[src/core/amd_pkg.sv]
// Constants and types shared by the addressing-mode decoder.
// Assumes a byte-wide program/data memory and a 16-bit address space.
`default_nettype none
package amd_pkg;
  localparam int          ADDR_W       = 16;
  localparam logic [15:0] PC_RESET     = 16'h0000;
  localparam logic [15:0] SP_RESET     = 16'h01FF;
  localparam logic [7:0]  PAGE_ZERO_HI = 8'h00;
  // Prefix bytes.
  localparam logic [7:0]  SECOND_INDEX_PREFIX = 8'h90;
  localparam logic [7:0]  INDIRECT_PREFIX     = 8'h92;
  // Inherent control opcodes.
  localparam logic [7:0]  SET_IRQ_MASK_OP   = 8'h9B;
  localparam logic [7:0]  CLEAR_IRQ_MASK_OP = 8'h9A;
  localparam logic [7:0]  WAIT_IRQ_OP       = 8'h8F;
  localparam logic [7:0]  HALT_OP           = 8'h8E;
  localparam logic [7:0]  PUSH_OP           = 8'h88;
  localparam logic [7:0]  POP_OP            = 8'h84;
  localparam logic [7:0]  STACK_RESET_OP    = 8'h9C;
  // Opcode high nibbles that select the addressing form.
  localparam logic [3:0]  NIB_BIT_REL = 4'h0;
  localparam logic [3:0]  NIB_BIT     = 4'h1;
  localparam logic [3:0]  NIB_REL     = 4'h2;
  localparam logic [3:0]  NIB_RMW_DIR = 4'h3;
  localparam logic [3:0]  NIB_RMW_IX1 = 4'h6;
  localparam logic [3:0]  NIB_RMW_IX0 = 4'h7;
  localparam logic [3:0]  NIB_IMM     = 4'hA;
  localparam logic [3:0]  NIB_DIR     = 4'hB;
  localparam logic [3:0]  NIB_EXT     = 4'hC;
  localparam logic [3:0]  NIB_IX2     = 4'hD;
  localparam logic [3:0]  NIB_IX1     = 4'hE;
  localparam logic [3:0]  NIB_IX0     = 4'hF;
  // Interrupt mask levels.
  localparam logic [1:0]  IRQ_LEVEL_ALL  = 2'h0;
  localparam logic [1:0]  IRQ_LEVEL_MASK = 2'h3;
  // Byte counts.
  localparam logic [1:0]  LEN_NONE = 2'h0;
  localparam logic [1:0]  LEN_BYTE = 2'h1;
  localparam logic [1:0]  LEN_WORD = 2'h2;
  localparam logic [2:0]  OPC_LEN  = 3'h1;
  // Memory read phases: issue, memory samples, data valid.
  localparam logic [1:0]  PH_ISSUE = 2'h0;
  localparam logic [1:0]  PH_WAIT  = 2'h1;
  localparam logic [1:0]  PH_TAKE  = 2'h2;

  typedef enum logic [4:0] {
    M_INH, M_IMM, M_DIR_S, M_DIR_L, M_IDX_0, M_IDX_S, M_IDX_L,
    M_IND_S, M_IND_L, M_INDX_S, M_INDX_L, M_REL_D, M_REL_I,
    M_BIT_D, M_BIT_I, M_BITR_D, M_BITR_I
  } amd_mode_t;

  typedef enum logic [2:0] {
    G_INHERENT, G_IMMEDIATE, G_DIRECT, G_INDEXED, G_INDIRECT, G_RELATIVE, G_BIT
  } amd_group_t;
endpackage
`default_nettype wire

[src/core/amd_decoder.sv]
// Instruction fetch and addressing-mode decoder for an 8-bit core.
// Assumes a synchronous byte memory: mem_rdata holds the byte two cycles after mem_rd_ff rises.
//
// Behaviour
// RULE1: seventeen modes in seven classes.
// RULE2: long forms reach full 64 Kbyte space.
// RULE3: short forms address page zero, fewer bytes; short indexed forms add with carry and reach up to 01FE.
// RULE4: read-modify-write opcodes decode short forms only.
// RULE5: inherent instructions are one byte.
// RULE6: immediate is opcode plus operand byte.
// RULE7: direct address follows opcode, operand there.
// RULE8: set-mask instruction raises mask to three.
// RULE9: clear-mask instruction lowers mask to zero.
// RULE10: wait instruction sleeps until interrupt.
// RULE11: halt stops oscillator, lowest power.
// RULE12: push/pop one byte, adjust stack pointer.
// RULE13: test and shifts exist as inherent forms.
// RULE14: indexed address is unsigned index plus offset.
// RULE15: relative target adds signed 8-bit offset.
// RULE16: prefix 90 selects second index register.
// RULE17: prefix 92 turns direct into indirect.
// RULE18: long pointer fetched from page zero, high first.
// RULE19: length from opcode, mode and prefix.
`default_nettype none
module amd_decoder #(
  parameter logic [15:0] RESET_PC = amd_pkg::PC_RESET
) (
  // Clock and reset.
  input  wire logic        clk_sys,
  input  wire logic        reset,
  // Memory read port.
  output logic [15:0]      mem_addr_ff,
  output logic             mem_rd_ff,
  input  wire logic [7:0]  mem_rdata,
  // Core register and execution handshake.
  input  wire logic [7:0]  index_x,
  input  wire logic [7:0]  index_y,
  input  wire logic        exec_done,
  input  wire logic        pc_load,
  input  wire logic [15:0] pc_load_addr,
  input  wire logic        irq_req,
  input  wire logic        wake_pin,
  // Decoded instruction.
  output logic             dec_valid_ff,
  output logic [7:0]       dec_opcode_ff,
  output amd_pkg::amd_mode_t  dec_mode_ff,
  output amd_pkg::amd_group_t dec_group_ff,
  output logic [2:0]       dec_len_ff,
  output logic [7:0]       dec_operand_ff,
  output logic [15:0]      dec_ea_ff,
  output logic [15:0]      dec_target_ff,
  output logic [15:0]      dec_next_pc_ff,
  output logic             dec_use_y_ff,
  // Core control state.
  output logic [1:0]       irq_mask_ff,
  output logic             wait_ff,
  output logic             osc_stop_ff,
  output logic             stack_push_ff,
  output logic             stack_pop_ff,
  output logic [15:0]      sp_ff
);

  typedef enum logic [2:0] {
    S_OPC, S_ARG, S_PTR, S_DONE, S_EXEC, S_WAIT, S_HALT
  } amd_state_t;

  amd_state_t         state_ff;
  amd_pkg::amd_mode_t mode_ff;
  logic [1:0]  phase_ff;
  logic [15:0] pc_ff;
  logic [7:0]  opc_ff;
  logic        pfx_ff;
  logic        use_y_ff;
  logic        ind_ff;
  logic [1:0]  arg_idx_ff;
  logic [1:0]  n_arg_ff;
  logic [7:0]  arg_ff [0:1];
  logic [1:0]  ptr_idx_ff;
  logic [1:0]  n_ptr_ff;
  logic [7:0]  ptr_ff [0:1];
  logic        wake_s1_ff;
  logic        wake_s2_ff;
  logic        wake_s3_ff;
  logic        wake_ff;

  ////////////////////////////////////////////////////////////////////////////
  // Decode tables.

  function automatic amd_pkg::amd_mode_t mode_of(input logic [3:0] hi, input logic ind);
    amd_pkg::amd_mode_t m;
    m = amd_pkg::M_INH;
    case (hi)
      amd_pkg::NIB_BIT_REL: m = ind ? amd_pkg::M_BITR_I : amd_pkg::M_BITR_D; // [RULE17]
      amd_pkg::NIB_BIT:     m = ind ? amd_pkg::M_BIT_I  : amd_pkg::M_BIT_D;
      amd_pkg::NIB_REL:     m = ind ? amd_pkg::M_REL_I  : amd_pkg::M_REL_D;
      // Read-modify-write nibbles have no long encodings at all.
      amd_pkg::NIB_RMW_DIR,
      amd_pkg::NIB_DIR:     m = ind ? amd_pkg::M_IND_S  : amd_pkg::M_DIR_S; // [RULE4] [RULE3]
      amd_pkg::NIB_EXT:     m = ind ? amd_pkg::M_IND_L  : amd_pkg::M_DIR_L; // [RULE2]
      amd_pkg::NIB_IX2:     m = ind ? amd_pkg::M_INDX_L : amd_pkg::M_IDX_L;
      amd_pkg::NIB_RMW_IX1,
      amd_pkg::NIB_IX1:     m = ind ? amd_pkg::M_INDX_S : amd_pkg::M_IDX_S; // [RULE4]
      amd_pkg::NIB_RMW_IX0,
      amd_pkg::NIB_IX0:     m = amd_pkg::M_IDX_0;
      amd_pkg::NIB_IMM:     m = amd_pkg::M_IMM; // [RULE6]
      // Accumulator and index tests, shifts and misc control are inherent.
      default:              m = amd_pkg::M_INH; // [RULE13] [RULE5]
    endcase
    return m; // [RULE1]
  endfunction

  function automatic amd_pkg::amd_group_t group_of(input amd_pkg::amd_mode_t m);
    case (m)
      amd_pkg::M_INH:   return amd_pkg::G_INHERENT;
      amd_pkg::M_IMM:   return amd_pkg::G_IMMEDIATE;
      amd_pkg::M_DIR_S, amd_pkg::M_DIR_L: return amd_pkg::G_DIRECT;
      amd_pkg::M_IDX_0, amd_pkg::M_IDX_S, amd_pkg::M_IDX_L: return amd_pkg::G_INDEXED;
      amd_pkg::M_IND_S, amd_pkg::M_IND_L, amd_pkg::M_INDX_S,
      amd_pkg::M_INDX_L: return amd_pkg::G_INDIRECT;
      amd_pkg::M_REL_D, amd_pkg::M_REL_I: return amd_pkg::G_RELATIVE;
      default:          return amd_pkg::G_BIT;
    endcase
  endfunction

  // Bytes after the opcode.
  function automatic logic [1:0] args_of(input amd_pkg::amd_mode_t m);
    case (m)
      amd_pkg::M_INH, amd_pkg::M_IDX_0: return amd_pkg::LEN_NONE; // [RULE5]
      amd_pkg::M_DIR_L, amd_pkg::M_IDX_L,
      amd_pkg::M_BITR_D, amd_pkg::M_BITR_I: return amd_pkg::LEN_WORD;
      default: return amd_pkg::LEN_BYTE; // [RULE6] [RULE7]
    endcase
  endfunction

  // Bytes read through a page-zero pointer.
  function automatic logic [1:0] ptrs_of(input amd_pkg::amd_mode_t m);
    case (m)
      amd_pkg::M_IND_L, amd_pkg::M_INDX_L: return amd_pkg::LEN_WORD; // [RULE18]
      amd_pkg::M_IND_S, amd_pkg::M_INDX_S, amd_pkg::M_REL_I,
      amd_pkg::M_BIT_I, amd_pkg::M_BITR_I: return amd_pkg::LEN_BYTE;
      default: return amd_pkg::LEN_NONE;
    endcase
  endfunction

  ////////////////////////////////////////////////////////////////////////////
  // Address arithmetic.

  logic [7:0]  idx_sel;
  logic [15:0] ea;
  logic [7:0]  rel_ofs;
  logic [15:0] target;
  logic [2:0]  len;

  always_comb begin
    idx_sel = use_y_ff ? index_y : index_x; // [RULE16]
    rel_ofs = arg_ff[0];
    case (mode_ff)
      amd_pkg::M_DIR_S, amd_pkg::M_BIT_D, amd_pkg::M_BITR_D:
        ea = {amd_pkg::PAGE_ZERO_HI, arg_ff[0]}; // [RULE3] [RULE7]
      amd_pkg::M_DIR_L:  ea = {arg_ff[0], arg_ff[1]}; // [RULE2] [RULE7]
      amd_pkg::M_IDX_0:  ea = {amd_pkg::PAGE_ZERO_HI, idx_sel};
      amd_pkg::M_IDX_S:  ea = {amd_pkg::PAGE_ZERO_HI, idx_sel} + {8'h00, arg_ff[0]}; // [RULE14]
      amd_pkg::M_IDX_L:  ea = {arg_ff[0], arg_ff[1]} + {8'h00, idx_sel}; // [RULE14]
      amd_pkg::M_IND_S, amd_pkg::M_BIT_I, amd_pkg::M_BITR_I:
        ea = {amd_pkg::PAGE_ZERO_HI, ptr_ff[0]};
      amd_pkg::M_IND_L:  ea = {ptr_ff[0], ptr_ff[1]}; // [RULE18]
      amd_pkg::M_INDX_S: ea = {amd_pkg::PAGE_ZERO_HI, idx_sel} + {8'h00, ptr_ff[0]}; // [RULE14]
      amd_pkg::M_INDX_L: ea = {ptr_ff[0], ptr_ff[1]} + {8'h00, idx_sel};
      default:           ea = pc_ff;
    endcase
    case (mode_ff)
      amd_pkg::M_REL_I:  rel_ofs = ptr_ff[0];
      amd_pkg::M_BITR_D, amd_pkg::M_BITR_I: rel_ofs = arg_ff[1];
      default:           rel_ofs = arg_ff[0];
    endcase
    target = pc_ff + {{8{rel_ofs[7]}}, rel_ofs}; // [RULE15]
    len = 3'(pfx_ff) + amd_pkg::OPC_LEN + 3'(n_arg_ff); // [RULE19]
  end

  ////////////////////////////////////////////////////////////////////////////
  // Wake pin synchroniser; a level counts once the last two stages agree.

  always_ff @(posedge clk_sys) begin
    wake_s1_ff <= wake_pin;
    wake_s2_ff <= wake_s1_ff;
    wake_s3_ff <= wake_s2_ff;
    if (reset) begin
      wake_ff <= 1'b0;
    end else if (wake_s2_ff == wake_s3_ff) begin
      wake_ff <= wake_s3_ff;
    end
  end

  ////////////////////////////////////////////////////////////////////////////
  // Fetch sequencer and memory reads.

  always_ff @(posedge clk_sys) begin
    if (reset) begin
      state_ff    <= S_OPC;
      phase_ff    <= amd_pkg::PH_ISSUE;
      pc_ff       <= RESET_PC;
      mem_addr_ff <= amd_pkg::PC_RESET;
      mem_rd_ff   <= 1'b0;
      opc_ff      <= 8'h00;
      mode_ff     <= amd_pkg::M_INH;
      pfx_ff      <= 1'b0;
      use_y_ff    <= 1'b0;
      ind_ff      <= 1'b0;
      arg_idx_ff  <= amd_pkg::LEN_NONE;
      n_arg_ff    <= amd_pkg::LEN_NONE;
      ptr_idx_ff  <= amd_pkg::LEN_NONE;
      n_ptr_ff    <= amd_pkg::LEN_NONE;
      arg_ff[0]   <= 8'h00;
      arg_ff[1]   <= 8'h00;
      ptr_ff[0]   <= 8'h00;
      ptr_ff[1]   <= 8'h00;
    end else begin
      mem_rd_ff <= 1'b0;
      case (state_ff)
        S_OPC, S_ARG, S_PTR: begin
          case (phase_ff)
            amd_pkg::PH_ISSUE: begin
              mem_rd_ff <= 1'b1;
              phase_ff  <= amd_pkg::PH_WAIT;
              // Pointers live in page zero, high byte at the lower address.
              mem_addr_ff <= (state_ff == S_PTR) ?
                {amd_pkg::PAGE_ZERO_HI, arg_ff[0] + {6'h00, ptr_idx_ff}} : pc_ff; // [RULE18]
            end
            amd_pkg::PH_WAIT: phase_ff <= amd_pkg::PH_TAKE;
            default: begin
              phase_ff <= amd_pkg::PH_ISSUE;
              if (state_ff != S_PTR) begin
                pc_ff <= pc_ff + 16'h0001;
              end
              if (state_ff == S_OPC) begin
                if (!pfx_ff && mem_rdata == amd_pkg::SECOND_INDEX_PREFIX) begin
                  pfx_ff   <= 1'b1;
                  use_y_ff <= 1'b1; // [RULE16]
                end else if (!pfx_ff && mem_rdata == amd_pkg::INDIRECT_PREFIX) begin
                  pfx_ff <= 1'b1;
                  ind_ff <= 1'b1; // [RULE17]
                end else begin
                  opc_ff     <= mem_rdata;
                  mode_ff    <= mode_of(mem_rdata[7:4], ind_ff);
                  n_arg_ff   <= args_of(mode_of(mem_rdata[7:4], ind_ff)); // [RULE19]
                  n_ptr_ff   <= ptrs_of(mode_of(mem_rdata[7:4], ind_ff));
                  arg_idx_ff <= amd_pkg::LEN_NONE;
                  ptr_idx_ff <= amd_pkg::LEN_NONE;
                  state_ff   <= (args_of(mode_of(mem_rdata[7:4], ind_ff)) ==
                                 amd_pkg::LEN_NONE) ? S_DONE : S_ARG;
                end
              end else if (state_ff == S_ARG) begin
                arg_ff[arg_idx_ff[0]] <= mem_rdata;
                arg_idx_ff <= arg_idx_ff + 2'h1;
                if (arg_idx_ff + 2'h1 == n_arg_ff) begin
                  state_ff <= (n_ptr_ff == amd_pkg::LEN_NONE) ? S_DONE : S_PTR;
                end
              end else begin
                ptr_ff[ptr_idx_ff[0]] <= mem_rdata;
                ptr_idx_ff <= ptr_idx_ff + 2'h1;
                if (ptr_idx_ff + 2'h1 == n_ptr_ff) begin
                  state_ff <= S_DONE;
                end
              end
            end
          endcase
        end
        S_DONE: begin
          if (opc_ff == amd_pkg::WAIT_IRQ_OP && mode_ff == amd_pkg::M_INH) begin
            state_ff <= S_WAIT; // [RULE10]
          end else if (opc_ff == amd_pkg::HALT_OP && mode_ff == amd_pkg::M_INH) begin
            state_ff <= S_HALT; // [RULE11]
          end else begin
            state_ff <= S_EXEC;
          end
        end
        S_EXEC: begin
          if (exec_done) begin
            state_ff <= S_OPC;
            pfx_ff   <= 1'b0;
            use_y_ff <= 1'b0;
            ind_ff   <= 1'b0;
            if (pc_load) begin
              pc_ff <= pc_load_addr;
            end
          end
        end
        S_WAIT: begin
          if (irq_req) begin
            state_ff <= S_EXEC; // [RULE10]
          end
        end
        S_HALT: begin
          if (wake_ff) begin
            state_ff <= S_EXEC; // [RULE11]
          end
        end
        default: state_ff <= S_OPC;
      endcase
    end
  end

  ////////////////////////////////////////////////////////////////////////////
  // Decoded instruction outputs.

  always_ff @(posedge clk_sys) begin
    if (reset) begin
      dec_valid_ff   <= 1'b0;
      dec_opcode_ff  <= 8'h00;
      dec_mode_ff    <= amd_pkg::M_INH;
      dec_group_ff   <= amd_pkg::G_INHERENT;
      dec_len_ff     <= 3'h0;
      dec_operand_ff <= 8'h00;
      dec_ea_ff      <= 16'h0000;
      dec_target_ff  <= 16'h0000;
      dec_next_pc_ff <= 16'h0000;
      dec_use_y_ff   <= 1'b0;
    end else begin
      dec_valid_ff <= (state_ff == S_DONE);
      if (state_ff == S_DONE) begin
        dec_opcode_ff  <= opc_ff;
        dec_mode_ff    <= mode_ff;
        dec_group_ff   <= group_of(mode_ff); // [RULE1]
        dec_len_ff     <= len; // [RULE19]
        dec_operand_ff <= arg_ff[0]; // [RULE6]
        dec_ea_ff      <= ea;
        dec_target_ff  <= target; // [RULE15]
        dec_next_pc_ff <= pc_ff;
        dec_use_y_ff   <= use_y_ff;
      end
    end
  end

  ////////////////////////////////////////////////////////////////////////////
  // Inherent control: interrupt mask, low power and stack.

  logic inh_done;
  assign inh_done = (state_ff == S_DONE) && (mode_ff == amd_pkg::M_INH);

  always_ff @(posedge clk_sys) begin
    if (reset) begin
      irq_mask_ff <= amd_pkg::IRQ_LEVEL_MASK;
    end else if (inh_done && opc_ff == amd_pkg::SET_IRQ_MASK_OP) begin
      irq_mask_ff <= amd_pkg::IRQ_LEVEL_MASK; // [RULE8]
    end else if (inh_done && opc_ff == amd_pkg::CLEAR_IRQ_MASK_OP) begin
      irq_mask_ff <= amd_pkg::IRQ_LEVEL_ALL; // [RULE9]
    end
  end

  always_ff @(posedge clk_sys) begin
    if (reset) begin
      wait_ff     <= 1'b0;
      osc_stop_ff <= 1'b0;
    end else begin
      wait_ff     <= (inh_done && opc_ff == amd_pkg::WAIT_IRQ_OP) ||
                     (state_ff == S_WAIT && !irq_req); // [RULE10]
      osc_stop_ff <= (inh_done && opc_ff == amd_pkg::HALT_OP) ||
                     (state_ff == S_HALT && !wake_ff); // [RULE11]
    end
  end

  always_ff @(posedge clk_sys) begin
    if (reset) begin
      stack_push_ff <= 1'b0;
      stack_pop_ff  <= 1'b0;
      sp_ff         <= amd_pkg::SP_RESET;
    end else begin
      stack_push_ff <= inh_done && opc_ff == amd_pkg::PUSH_OP; // [RULE12]
      stack_pop_ff  <= inh_done && opc_ff == amd_pkg::POP_OP;
      if (inh_done && opc_ff == amd_pkg::PUSH_OP) begin
        sp_ff <= sp_ff - 16'h0001; // [RULE12]
      end else if (inh_done && opc_ff == amd_pkg::POP_OP) begin
        sp_ff <= sp_ff + 16'h0001;
      end else if (inh_done && opc_ff == amd_pkg::STACK_RESET_OP) begin
        sp_ff <= amd_pkg::SP_RESET;
      end
    end
  end

endmodule
`default_nettype wire

[config.mk]
export PLATFORM = sky130hd
export DESIGN_NAME = amd_decoder
export DESIGN_NICKNAME = d
export VERILOG_FILES = /design/src/core/amd_pkg.sv /design/src/core/amd_decoder.sv
export SDC_FILE = /design/constraint.sdc
export NUM_CORES = 1
export LEC_CHECK = 0
export BUFFER_PORTS_ARGS = -buffer_cell sky130_fd_sc_hd__buf_2
export CAP_MARGIN = 30
export CORE_AREA = 2 2 161 194
export DETAILED_ROUTE_END_ITERATION = 8
export DIE_AREA = 0 0 163 196
export PLACE_DENSITY = 0.59
export SYNTH_ARGS = -nofsm -noshare
export SYNTH_HDL_FRONTEND = slang
export SYNTH_SLANG_ARGS = --single-unit
[constraint.sdc]
create_clock -name clk_sys -period 8.5 [get_ports clk_sys]
set_clock_uncertainty 0.15 [all_clocks]
set_input_delay 2.125 -clock clk_sys [delete_from_list [all_inputs] [get_ports clk_sys]]
set_output_delay 2.125 -clock clk_sys [all_outputs]
set_load 0.01 [all_outputs]
==> flow_summary_export.csv, run 1 <==
group,metric,value,unit
global_routing,gr-max-usage-layer,"met2",
floorplanning,ioPinCount,162,
cts,cts_tree,"done",
placement,routabilityCongestion,0.958,
cts,max-clock-path-buffers,2,
setup_path,worstPathArrival,5.12,ns
yosys,yosys.cell_types.count,82,
placement,dp.cells,1939,
timing,period_utilisation_layout,57.9,%
timing,maxClockFrequency,203,MHz
global_routing,groute.layer.met3.usage,3.64,%
timing,slew_violations,0,
setup_path,crit_path_max_fanout,25,
outcome,result_of_the_run,"complete, no violations",
power,pwr_density_cell,157,mW/mm²
worst_hold_path,hold-path-endpoint,"wake_s2_ff",
cts,cts.hold.buffers_added,0,
yosys,synth-seq-area-share,36.3,%
global_routing,largest_net_degree_at_the_start_of_global_routing,86,
global_routing,met1_usage,32.9,%
timing,setup_viol,0,
yosys,asyncSetResetFlopFracSynth,0,%
floorplanning,die-width,163,µm
floorplanning,die_height,196,µm
yosys,edff_count_synth,32,
timing,final.min_clock_period,4.92,ns
timing,relative_slew_margins,35.2,%
timing,final.hold.worst_slack,0.189,ns
floorplanning,cell_row_count,70,
setup_path,r2r_end,"dec_ea_ff[8]",
yosys,postSynthRegisterBits,199,
setup_path,worst-r2r-cell-count,11,
job,max_capacitance_violation_total,0,
finish,layout.filler_cells,3051,
worst_hold_path,timing.hold.worst.class,"reg -> reg",
yosys,synthesis.instances,1459,
finish,final_layout_size_suffix_gt1_share,16.8,%
routing,total_number_of_vias,11387,
routing,route.detailed.drc,0,
finish,final-instance-count-excl-fill,1972,
setup_path,worst_setup_path_start_kind,"flip-flop",
routing,vias_per_cell,5.77,
placement,place_hpwl,28500,µm
cts,cts_resized,0,
floorplanning,dieArea,0.0319,mm²
cts,clock_sink_count,199,
setup_path,timing.rr.start,"mode_ff[3]",
yosys,ys.warnings.count,0,
timing,hold_viol,0,
timing,grt_setup_unrepaired,"no",
yosys,synth_top_flop_cell,"dfxtp_1",
routing,wl,39500,µm
finish,final_cell_mix,"nand2_1, dfxtp_1, buf_2",
cts,insertion_delay,0.45,ns
floorplanning,initial_core_util,39.3,%
cts,clock_pin_slew_on_the_worst_setup_and_hold_paths,0.08,ns
setup_path,timing_worst_setup_path_type,"reg -> reg",
setup_path,ff2ff_setup_slack,3.58,ns
placement,buffer_ports.inserted,161,
yosys,mappedNetlistNets,1547,
finish,final_common_cell,"nand2_1",
yosys,synth.cell_area,0.0119,mm²
power,vdd_drop_max,101,µV
global_routing,grt_usage,24.3,%
timing,fin_setup_tns,0,ns
finish,syn_to_final_growth,14.4,%
routing,initial_drt_pass_iterations,5,
cts,tritoncts.num_buffers,17,
setup_path,cp.required,8.70,ns
worst_hold_path,hold_start,"wake_s1_ff",
finish,final_nets,1650,
floorplanning,coreArea,0.0302,mm²
timing,timing_worst_slew_pin_value,0.972,ns
power,cellLeakagePower,5.28,nW
worst_hold_path,holdPathStages,0,
cts,cts_setup_buffers,0,
cts,ctsRootBufferMaster,"clkbuf_16",
global_routing,grt_pass1_wl,60600,µm
global_routing,gr-usage-met2,38.5,%
setup_path,endpoint_kind,"flip-flop",
routing,ant_nets,0,
global_routing,initial_antenna_violation_count,1,
global_routing,grt_pass1_vias,10578,
global_routing,remaining_global_route_overflow,0,
routing,wl_per_cell,20.0,µm
routing,drt_iter0_markers,1011,
yosys,syn_avg_cell_area,8.13,µm²
cts,htreeDepth,4,
## metal layers
metal	vias to the layer above	routed length, µm
li1	5524	-
met1	5414	17900
met2	374	18100
met3	75	1990
met4	0	1410
met5	-	0
## report_power, final
group | internal, W | switching [W]
logic | 0.0000958 | 0.000177
registers | 0.000977 | 0.0000337
clock network | 0.000409 | 0.000436
## per-stage QoR
step / area, µm² / setup slack, ns / power, W / utilization, %
2_1_floorplan: 11900 / 4.07 / 0.00121 / -
3_3_place_gp: 12900 / 3.64 / 0.00130 / 42.8
3_5_place_dp: 13000 / 3.58 / 0.00130 / 42.9
4_1_cts: 13600 / 3.69 / 0.00214 / 44.9
5_1_grt: 13600 / 3.31 / 0.00220 / 44.9
6_report: 13600 / 3.58 / 0.00213 / 44.9
## cell families (layout without fill, tap and decap cells)
group | Yosys count | in the layout | share of synthesized area, %
flops | 199 | 199 | 36.3
simple gates | 586 | 586 | 24.4
buf+inv | 132 | 248 | 4.46
xor+xnor | 50 | 50 | 3.69
compound gates | 414 | 414 | 23.0
other cells | 0 | 1 | 0
fa+ha+maj | 42 | 42 | 4.68
mux | 36 | 36 | 3.48
## flip-flops by register name, summed over array words and instances (netlist names), 5 cells and up, named ones only
register,flops
dec_target_ff,16
dec_next_pc_ff,16
dec_opcode_ff,8
dec_ea_ff,16
arg_ff,16
ptr_ff,16
mem_addr_ff,16
sp_ff,16
mode_ff,5
dec_mode_ff,5
opc_ff,8
pc_ff,16
dec_operand_ff,8
## cells in the mapped netlist (7+ instances only)
cell type    n  area share (%)
nand2_1    209             6.6
dfxtp_1    167              28
a21oi_1    152             6.4
nor2_1     115             3.6
clkbuf_1    71             2.2
o21ai_0     51             2.2
nand3_1     44             1.9
nor3_1      41             1.7
a211oi_1    40             2.5
ha_1        38             4.0
and2_1      37             2.0
edfxtp_1    32             8.1
inv_1       32             1.0
xnor2_1     28             2.1
a22oi_1     24             1.5
mux2_2      22             2.1
xor2_1      22             1.6
nand4_1     20             1.1
and3_1      15            0.79
a221oi_1    14             1.0
buf_1       14            0.44
nor2b_1     14            0.74
or3_1       14            0.74
a21o_1      13            0.82
nand2b_1    13            0.69
mux2i_1     12             1.0
a22o_1      11            0.81
buf_2       11            0.46
nor4_1      11            0.58
o22ai_1     10            0.53
o21bai_1     9            0.57
o31ai_1      9            0.57
or2_2        9            0.47
o211ai_1     8            0.51
nor3b_1      7            0.44
o21a_1       7            0.44
## final cells by class
class	count	area (µm²)	area share, %
multi-input cells	1128	7040	51.9
flip-flops and latches	199	4300	31.7
repair buffers	184	996	7.34
well taps	396	495	3.65
clock buffers	18	439	3.24
clock inverters	14	175	1.29
inverters	32	120	0.885
diodes	1	2.50	0.0184
## how the worst max path moves through the flow
stage	start	endpoint	slack, ns
floorplan	index_y[0]	dec_ea_ff[8]	4.07
global placement	index_y[0]	dec_ea_ff[8]	3.64
detailed placement	index_y[0]	dec_ea_ff[8]	3.58
CTS	mode_ff[3]	dec_target_ff[12]	3.69
global route	mode_ff[0]	dec_target_ff[12]	3.31
finish	mode_ff[3]	dec_ea_ff[8]	3.58
## worst max-delay path, stage by stage, from the launching register on
cell and delay (ns):
dfxtp_1 0.87, nor3b_1 0.50, nand2_1 0.65, mux2_2 0.49, ha_1 0.23, fa_1 0.46, a211oi_1 0.42, o21ai_0 0.35
nand2_1 0.20, xnor2_1 0.13, o211ai_1 0.10, a32o_1 0.26
(Power assumes the default switching activity.)
==> run 2: changes to the inputs <==
Settings changed: PLACE_DENSITY 0.59 to 0.62.
Clock period 8.5 ns to 4.05 ns, I/O delays scaled along.
==> flow_summary_export.csv, run 2 (synthesized netlist as in run 1, its figures left out) <==
group,metric,value,unit
timing,setup_viol,0,
floorplanning,dieArea,0.0319,mm²
timing,relative_slew_margins,34.0,%
cts,max-clock-path-buffers,2,
global_routing,remaining_global_route_overflow,0,
timing,final.min_clock_period,3.86,ns
job,max_capacitance_violation_total,0,
floorplanning,ioPinCount,162,
routing,drt_iter0_markers,1063,
finish,post-route-cell-area,0.0138,mm²
placement,routabilityCongestion,0.973,
finish,register_area,0.00430,mm²
placement,place_hpwl,29500,µm
timing,hold_viol,0,
timing,fin_setup_tns,0,ns
setup_path,timing.rr.start,"mode_ff[1]",
routing,wl,39900,µm
power,intPower,0.00311,W
finish,multi_input_comb_area,0.00705,mm²
routing,total_number_of_vias,11525,
power,vdd_drop_max,209,µV
setup_path,worstPathArrival,4.06,ns
timing,maxClockFrequency,259,MHz
setup_path,worst_setup_path_endpoint,"dec_target_ff[12]",
setup_path,worst-r2r-cell-count,10,
setup_path,ff2ff_setup_slack,0.19,ns
setup_path,timing_worst_setup_path_type,"reg -> reg",
setup_path,worst_setup_path_start_kind,"flip-flop",
finish,antenna_cells,0,
power,netSwitchingPower,0.00137,W
power,pwr_density_cell,325,mW/mm²
timing,slew_violations,0,
setup_path,startpoint,"mode_ff[1]",
cts,cts_tree,"done",
power,share_seq_of_total_power,47.3,%
floorplanning,die-width,163,µm
outcome,result_of_the_run,"complete, no violations",
global_routing,largest_net_degree_at_the_start_of_global_routing,97,
worst_hold_path,timing.hold.worst.class,"reg -> reg",
setup_path,cp.required,4.25,ns
finish,syn_to_final_growth,16.1,%
floorplanning,initial_core_util,39.3,%
global_routing,grt_pass1_wl,61300,µm
global_routing,grt_pass1_vias,10760,
power,cellLeakagePower,5.42,nW
cts,clock_sink_count,199,
floorplanning,die_height,196,µm
finish,final-instance-count-excl-fill,1999,
timing,grt_setup_unrepaired,"no",
power,comb_power_share,13.5,%
finish,final_cell_mix,"nand2_1, dfxtp_1, buf_2",
power,power.switching_fraction,30.5,%
timing,timing_worst_slew_pin_value,0.990,ns
routing,ant_nets,0,
setup_path,endpoint_kind,"flip-flop",
setup_path,crit_path_max_fanout,10,
routing,route.detailed.drc,0,
finish,final_layout_size_suffix_gt1_share,18.3,%
setup_path,r2r_end,"dec_target_ff[12]",
placement,buffer_ports.inserted,161,
floorplanning,coreArea,0.0302,mm²
cts,clock_pin_slew_on_the_worst_setup_and_hold_paths,0.08,ns
finish,final_common_cell,"nand2_1",
placement,dp.cells,1967,
power,clock_power_share,39.1,%
cts,htreeDepth,4,
timing,final.hold.worst_slack,0.208,ns
timing,period_utilisation_layout,95.3,%
global_routing,initial_antenna_violation_count,0,
cts,tritoncts.num_buffers,17,
routing,vias_per_cell,5.77,
finish,layout.filler_cells,3018,
routing,wl_per_cell,20.0,µm
floorplanning,cell_row_count,70,
placement,postPlaceCellArea,0.0132,mm²
cts,insertion_delay,0.46,ns
cts,ctsRootBufferMaster,"clkbuf_16",
routing,initial_drt_pass_iterations,6,
finish,final_nets,1678,
global_routing,grt_usage,24.7,%
## run 2: changes by cell type in the layout (fill, tap and decap cells not counted), moves of 2 or more
cell / change
inv_6: -3
inv_8: +5
buf_4: +29
buf_8: -2
## run 2: critical path: stages (launching register included)
cell	delay [ns]
dfxtp_1	0.43
or4_4	0.57
buf_4	0.20
o221a_2	0.29
a211o_1	0.47
ha_1	0.44
a211oi_1	0.34
a211o_1	0.20
a21boi_0	0.09
or3_1	0.32
a32o_1	0.24
## run 2: area by class of cell
class                   instances  share of cell area (%)
inverters                      32                   0.872
repair buffers                212                    8.74
flip-flops and latches        199                    31.3
well taps                     396                    3.60
clock inverters                15                    1.27
clock buffers                  17                    3.09
multi-input cells            1128                    51.2
## run 2: timing repair
| action | CTS | global route |
|---|---|---|
| hold endpoints to repair | 0 | 0 |
| gates resized for setup | 0 | 1 |
| buffers inserted | 0 | 0 |
| setup endpoints to repair | 0 | 1 |
| hold buffers | 0 | 0 |
## run 2: worst min path at each step
stage | depth (start not counted) | slack [ns] | start | endpoint
final | 0 | 0.21 | wake_s1_ff | wake_s2_ff
after global routing | 0 | 0.22 | wake_s1_ff | wake_s2_ff
after CTS | 0 | 0.22 | wake_s1_ff | wake_s2_ff
after detailed placement | 0 | 0.20 | wake_s1_ff | wake_s2_ff
after global placement | 0 | 0.21 | wake_s1_ff | wake_s2_ff
after floorplan | 0 | 0.16 | wake_s1_ff | wake_s2_ff
## run 2: layer usage
layer	wire length [µm]	GRT usage, %	up-vias
li1	-	-	5578
met1	17900	33.0	5500
met4	1320	9.60	0
met3	2100	3.59	75
met5	0	0	-
met2	18600	40.2	372
## run 2: stage by stage
stage	total power, W	setup slack, ns	utilization (%)
6_report	0.00447	0.190	45.6
5_1_grt	0.00464	0.00649	45.6
4_1_cts	0.00450	0.147	45.6
3_5_place_dp	0.00276	0.185	43.6
3_3_place_gp	0.00275	0.234	43.5
2_1_floorplan	0.00254	0.0883	-
## run 2: power by group through the flow
stage          clock network [W]  logic (W)  registers [W]
2_1_floorplan                  0   0.000414        0.00213
3_3_place_gp                   0   0.000592        0.00216
3_5_place_dp                   0   0.000598        0.00216
4_1_cts                  0.00178   0.000601        0.00212
5_1_grt                  0.00186   0.000663        0.00212
6_report                 0.00175   0.000606        0.00212
==> run 3: changes to the inputs <==
Settings changed: ABC_AREA from default to 1, CORE_AREA 2 2 161 194 to 2 2 161 195, DIE_AREA 0 0 163 196 to 0 0 163 197, PLACE_DENSITY 0.62 to 0.61, RECOVER_POWER from default to 50.
==> flow_summary_export.csv, run 3 <==
group,metric,value,unit
outcome,result_of_the_run,"complete, no violations",
finish,final_common_cell,"nand2_1",
worst_hold_path,timing.hold.worst.class,"reg -> reg",
timing,period_utilisation_layout,87.3,%
yosys,synthTopCellsByArea,"dfxtp_1, nand2_1, edfxtp_1",
yosys,asyncSetResetFlopFracSynth,0,%
cts,cts_tree,"done",
routing,route.detailed.drc,0,
worst_hold_path,hold_start,"wake_s1_ff",
cts,max-clock-path-buffers,2,
global_routing,gr-max-usage-layer,"met2",
job,max_capacitance_violation_total,0,
timing,timing_worst_slew_pin_value,1.17,ns
yosys,area_share_of_and_or_nand_nor_cells_after_synthesis,28.8,%
yosys,synthXorXnorAreaFrac,2.20,%
finish,syn_to_final_growth,12.6,%
yosys,yosys.cell_types.count,55,
power,vdd_drop_max,352,µV
routing,vias_per_cell,5.38,
yosys,synth.cell_area,0.0119,mm²
timing,relative_slew_margins,22.1,%
setup_path,startpoint,"mode_ff[1]",
setup_path,timing.rr.start,"mode_ff[1]",
finish,fin_util,44.4,%
routing,ant_nets,0,
yosys,postSynthRegisterBits,199,
yosys,post_synth_mux_area_share,0,%
routing,initial_drt_pass_iterations,5,
yosys,synthesis.instances,1718,
cts,insertion_delay,0.44,ns
floorplanning,die_height,197,µm
setup_path,cp.required,4.25,ns
yosys,post_synth_fa_ha_maj_area_fraction,4.66,%
floorplanning,die-width,163,µm
yosys,mappedNetlistNets,1806,
yosys,post_synthesis_compound_gate_area_fraction,19.3,%
finish,final_nets,1928,
setup_path,crit_path_max_fanout,9,
power,cellLeakagePower,5.82,nW
cts,cts.hold.buffers_added,0,
global_routing,initial_antenna_violation_count,1,
setup_path,timing_worst_setup_path_type,"reg -> reg",
timing,setup_viol,0,
timing,fin_setup_tns,0,ns
placement,buffer_ports.inserted,161,
setup_path,worst_setup_path_start_kind,"flip-flop",
global_routing,grt_pass1_wl,62700,µm
global_routing,remaining_global_route_overflow,0,
cts,htreeDepth,4,
yosys,ys.warnings.count,0,
floorplanning,dieArea,0.0321,mm²
yosys,edff_count_synth,32,
routing,wl_per_cell,17.9,µm
yosys,synth_top_flop_cell,"dfxtp_1",
cts,cts_resized,0,
timing,maxClockFrequency,283,MHz
finish,antenna_cells,0,
routing,drt_iter0_markers,919,
yosys,yosysTopAreaCell,"dfxtp_1",
global_routing,largest_net_degree_at_the_start_of_global_routing,89,
floorplanning,initial_core_util,39.4,%
routing,total_number_of_vias,12094,
floorplanning,cell_row_count,70,
setup_path,worstPathArrival,3.73,ns
setup_path,endpoint_kind,"flip-flop",
cts,clock_sink_count,199,
timing,grt_setup_unrepaired,"no",
finish,final_cell_mix,"nand2_1, nor2_1, inv_1",
floorplanning,coreArea,0.0302,mm²
global_routing,gr-usage-met2,43.5,%
yosys,synth_top_area_share,28.1,%
global_routing,grt_pass1_vias,11468,
cts,ctsRootBufferMaster,"clkbuf_16",
timing,final.min_clock_period,3.53,ns
floorplanning,ioPinCount,162,
cts,cts_setup_buffers,0,
yosys,yosysMostFrequentCell,"nand2_1",
timing,hold_viol,0,
routing,wl,40200,µm
yosys,post_synth_most_frequent_cells,"nand2_1, nor2_1, inv_1, dfxtp_1, o21ai_0",
placement,postPlaceCellArea,0.0130,mm²
yosys,synth-seq-area-share,36.1,%
cts,clock_pin_slew_on_the_worst_setup_and_hold_paths,0.08,ns
global_routing,groute.layer.met3.usage,3.51,%
placement,place_hpwl,30700,µm
global_routing,grt_usage,25.2,%
finish,final_layout_size_suffix_gt1_share,8.80,%
finish,post-route-cell-area,0.0134,mm²
placement,routabilityCongestion,0.978,
global_routing,met1_usage,31.0,%
cts,tritoncts.num_buffers,17,
timing,slew_violations,0,
yosys,main_combinational_cell_family_by_area_after_synthesis,"simple AND/OR/NAND/NOR gates",
power,pwr_density_cell,505,mW/mm²
yosys,syn_avg_cell_area,6.94,µm²
==> run 3: per-stage QoR <==
step	setup slack, ns	hold slack [ns]	power, W	std cells
after global placement	0.665	0.209	0.00500	2217
after floorplan	1.07	0.160	0.00430	1718
after CTS	0.601	0.218	0.00682	2249
after detailed placement	0.609	0.208	0.00501	2217
after global routing	0.234	0.227	0.00719	2249
final	0.515	0.216	0.00678	2249
==> run 3: cell type report <==
type,count,area [µm²]
Timing Repair Buffer,172,767
Sequential cell,199,4300
Inverter,188,711
Multi-Input combinational cell,1262,6530
Clock inverter,10,129
Tap cell,396,495
Fill cell,3173,16800
Clock buffer,22,485
==> run 3: metal layers <==
| metal | share of wire (%) | vias to the layer above |
|---|---|---|
| met2 | 48 | 413 |
| li1 | - | 6005 |
| met4 | 4.0 | 2 |
| met1 | 42 | 5581 |
| met3 | 5.3 | 93 |
| met5 | 0.027 | - |
==> run 3: final timing paths <==
path	to	slack, ns	depth (start not counted)
worst max register to register	dec_target_ff[15]	0.52	17
worst max-delay path	dec_target_ff[15]	0.52	17
worst min register to register	wake_s2_ff	0.22	0
worst min-delay path	wake_s2_ff	0.22	0
==> run 3: logic make-up (layout without fill, tap and decap cells) <==
group	after synthesis	count (layout)
and+or+nand+nor	782	782
AOI/OAI and AO/OA	408	408
buffers and inverters	257	392
DFF	199	199
adders and majority gates	42	42
xor gates and xnor gates	30	30
==> run 3: power by group <==
| part | total (W) | internal, W | switching (W) |
|---|---|---|---|
| Combinational | 0.00249 | 0.000737 | 0.00175 |
| Sequential | 0.00248 | 0.00223 | 0.000257 |
| Clock | 0.00181 | 0.000995 | 0.000819 |
==> run 3: worst max-delay path, stage by stage (launching register included) <==
cell and delay (ns):
dfxtp_1 0.32, inv_1 0.17, nand2_2 0.11, nor2_2 0.20
nand2_2 0.18, nand3_1 0.35, o221ai_1 0.22, ha_1 0.37
a21oi_1 0.15, nand2_1 0.12, a21oi_1 0.32, o21ai_0 0.23
nand3_1 0.12, nand3_1 0.10, nand2_1 0.09, nand2_1 0.05
o21ai_1 0.12, inv_1 0.04
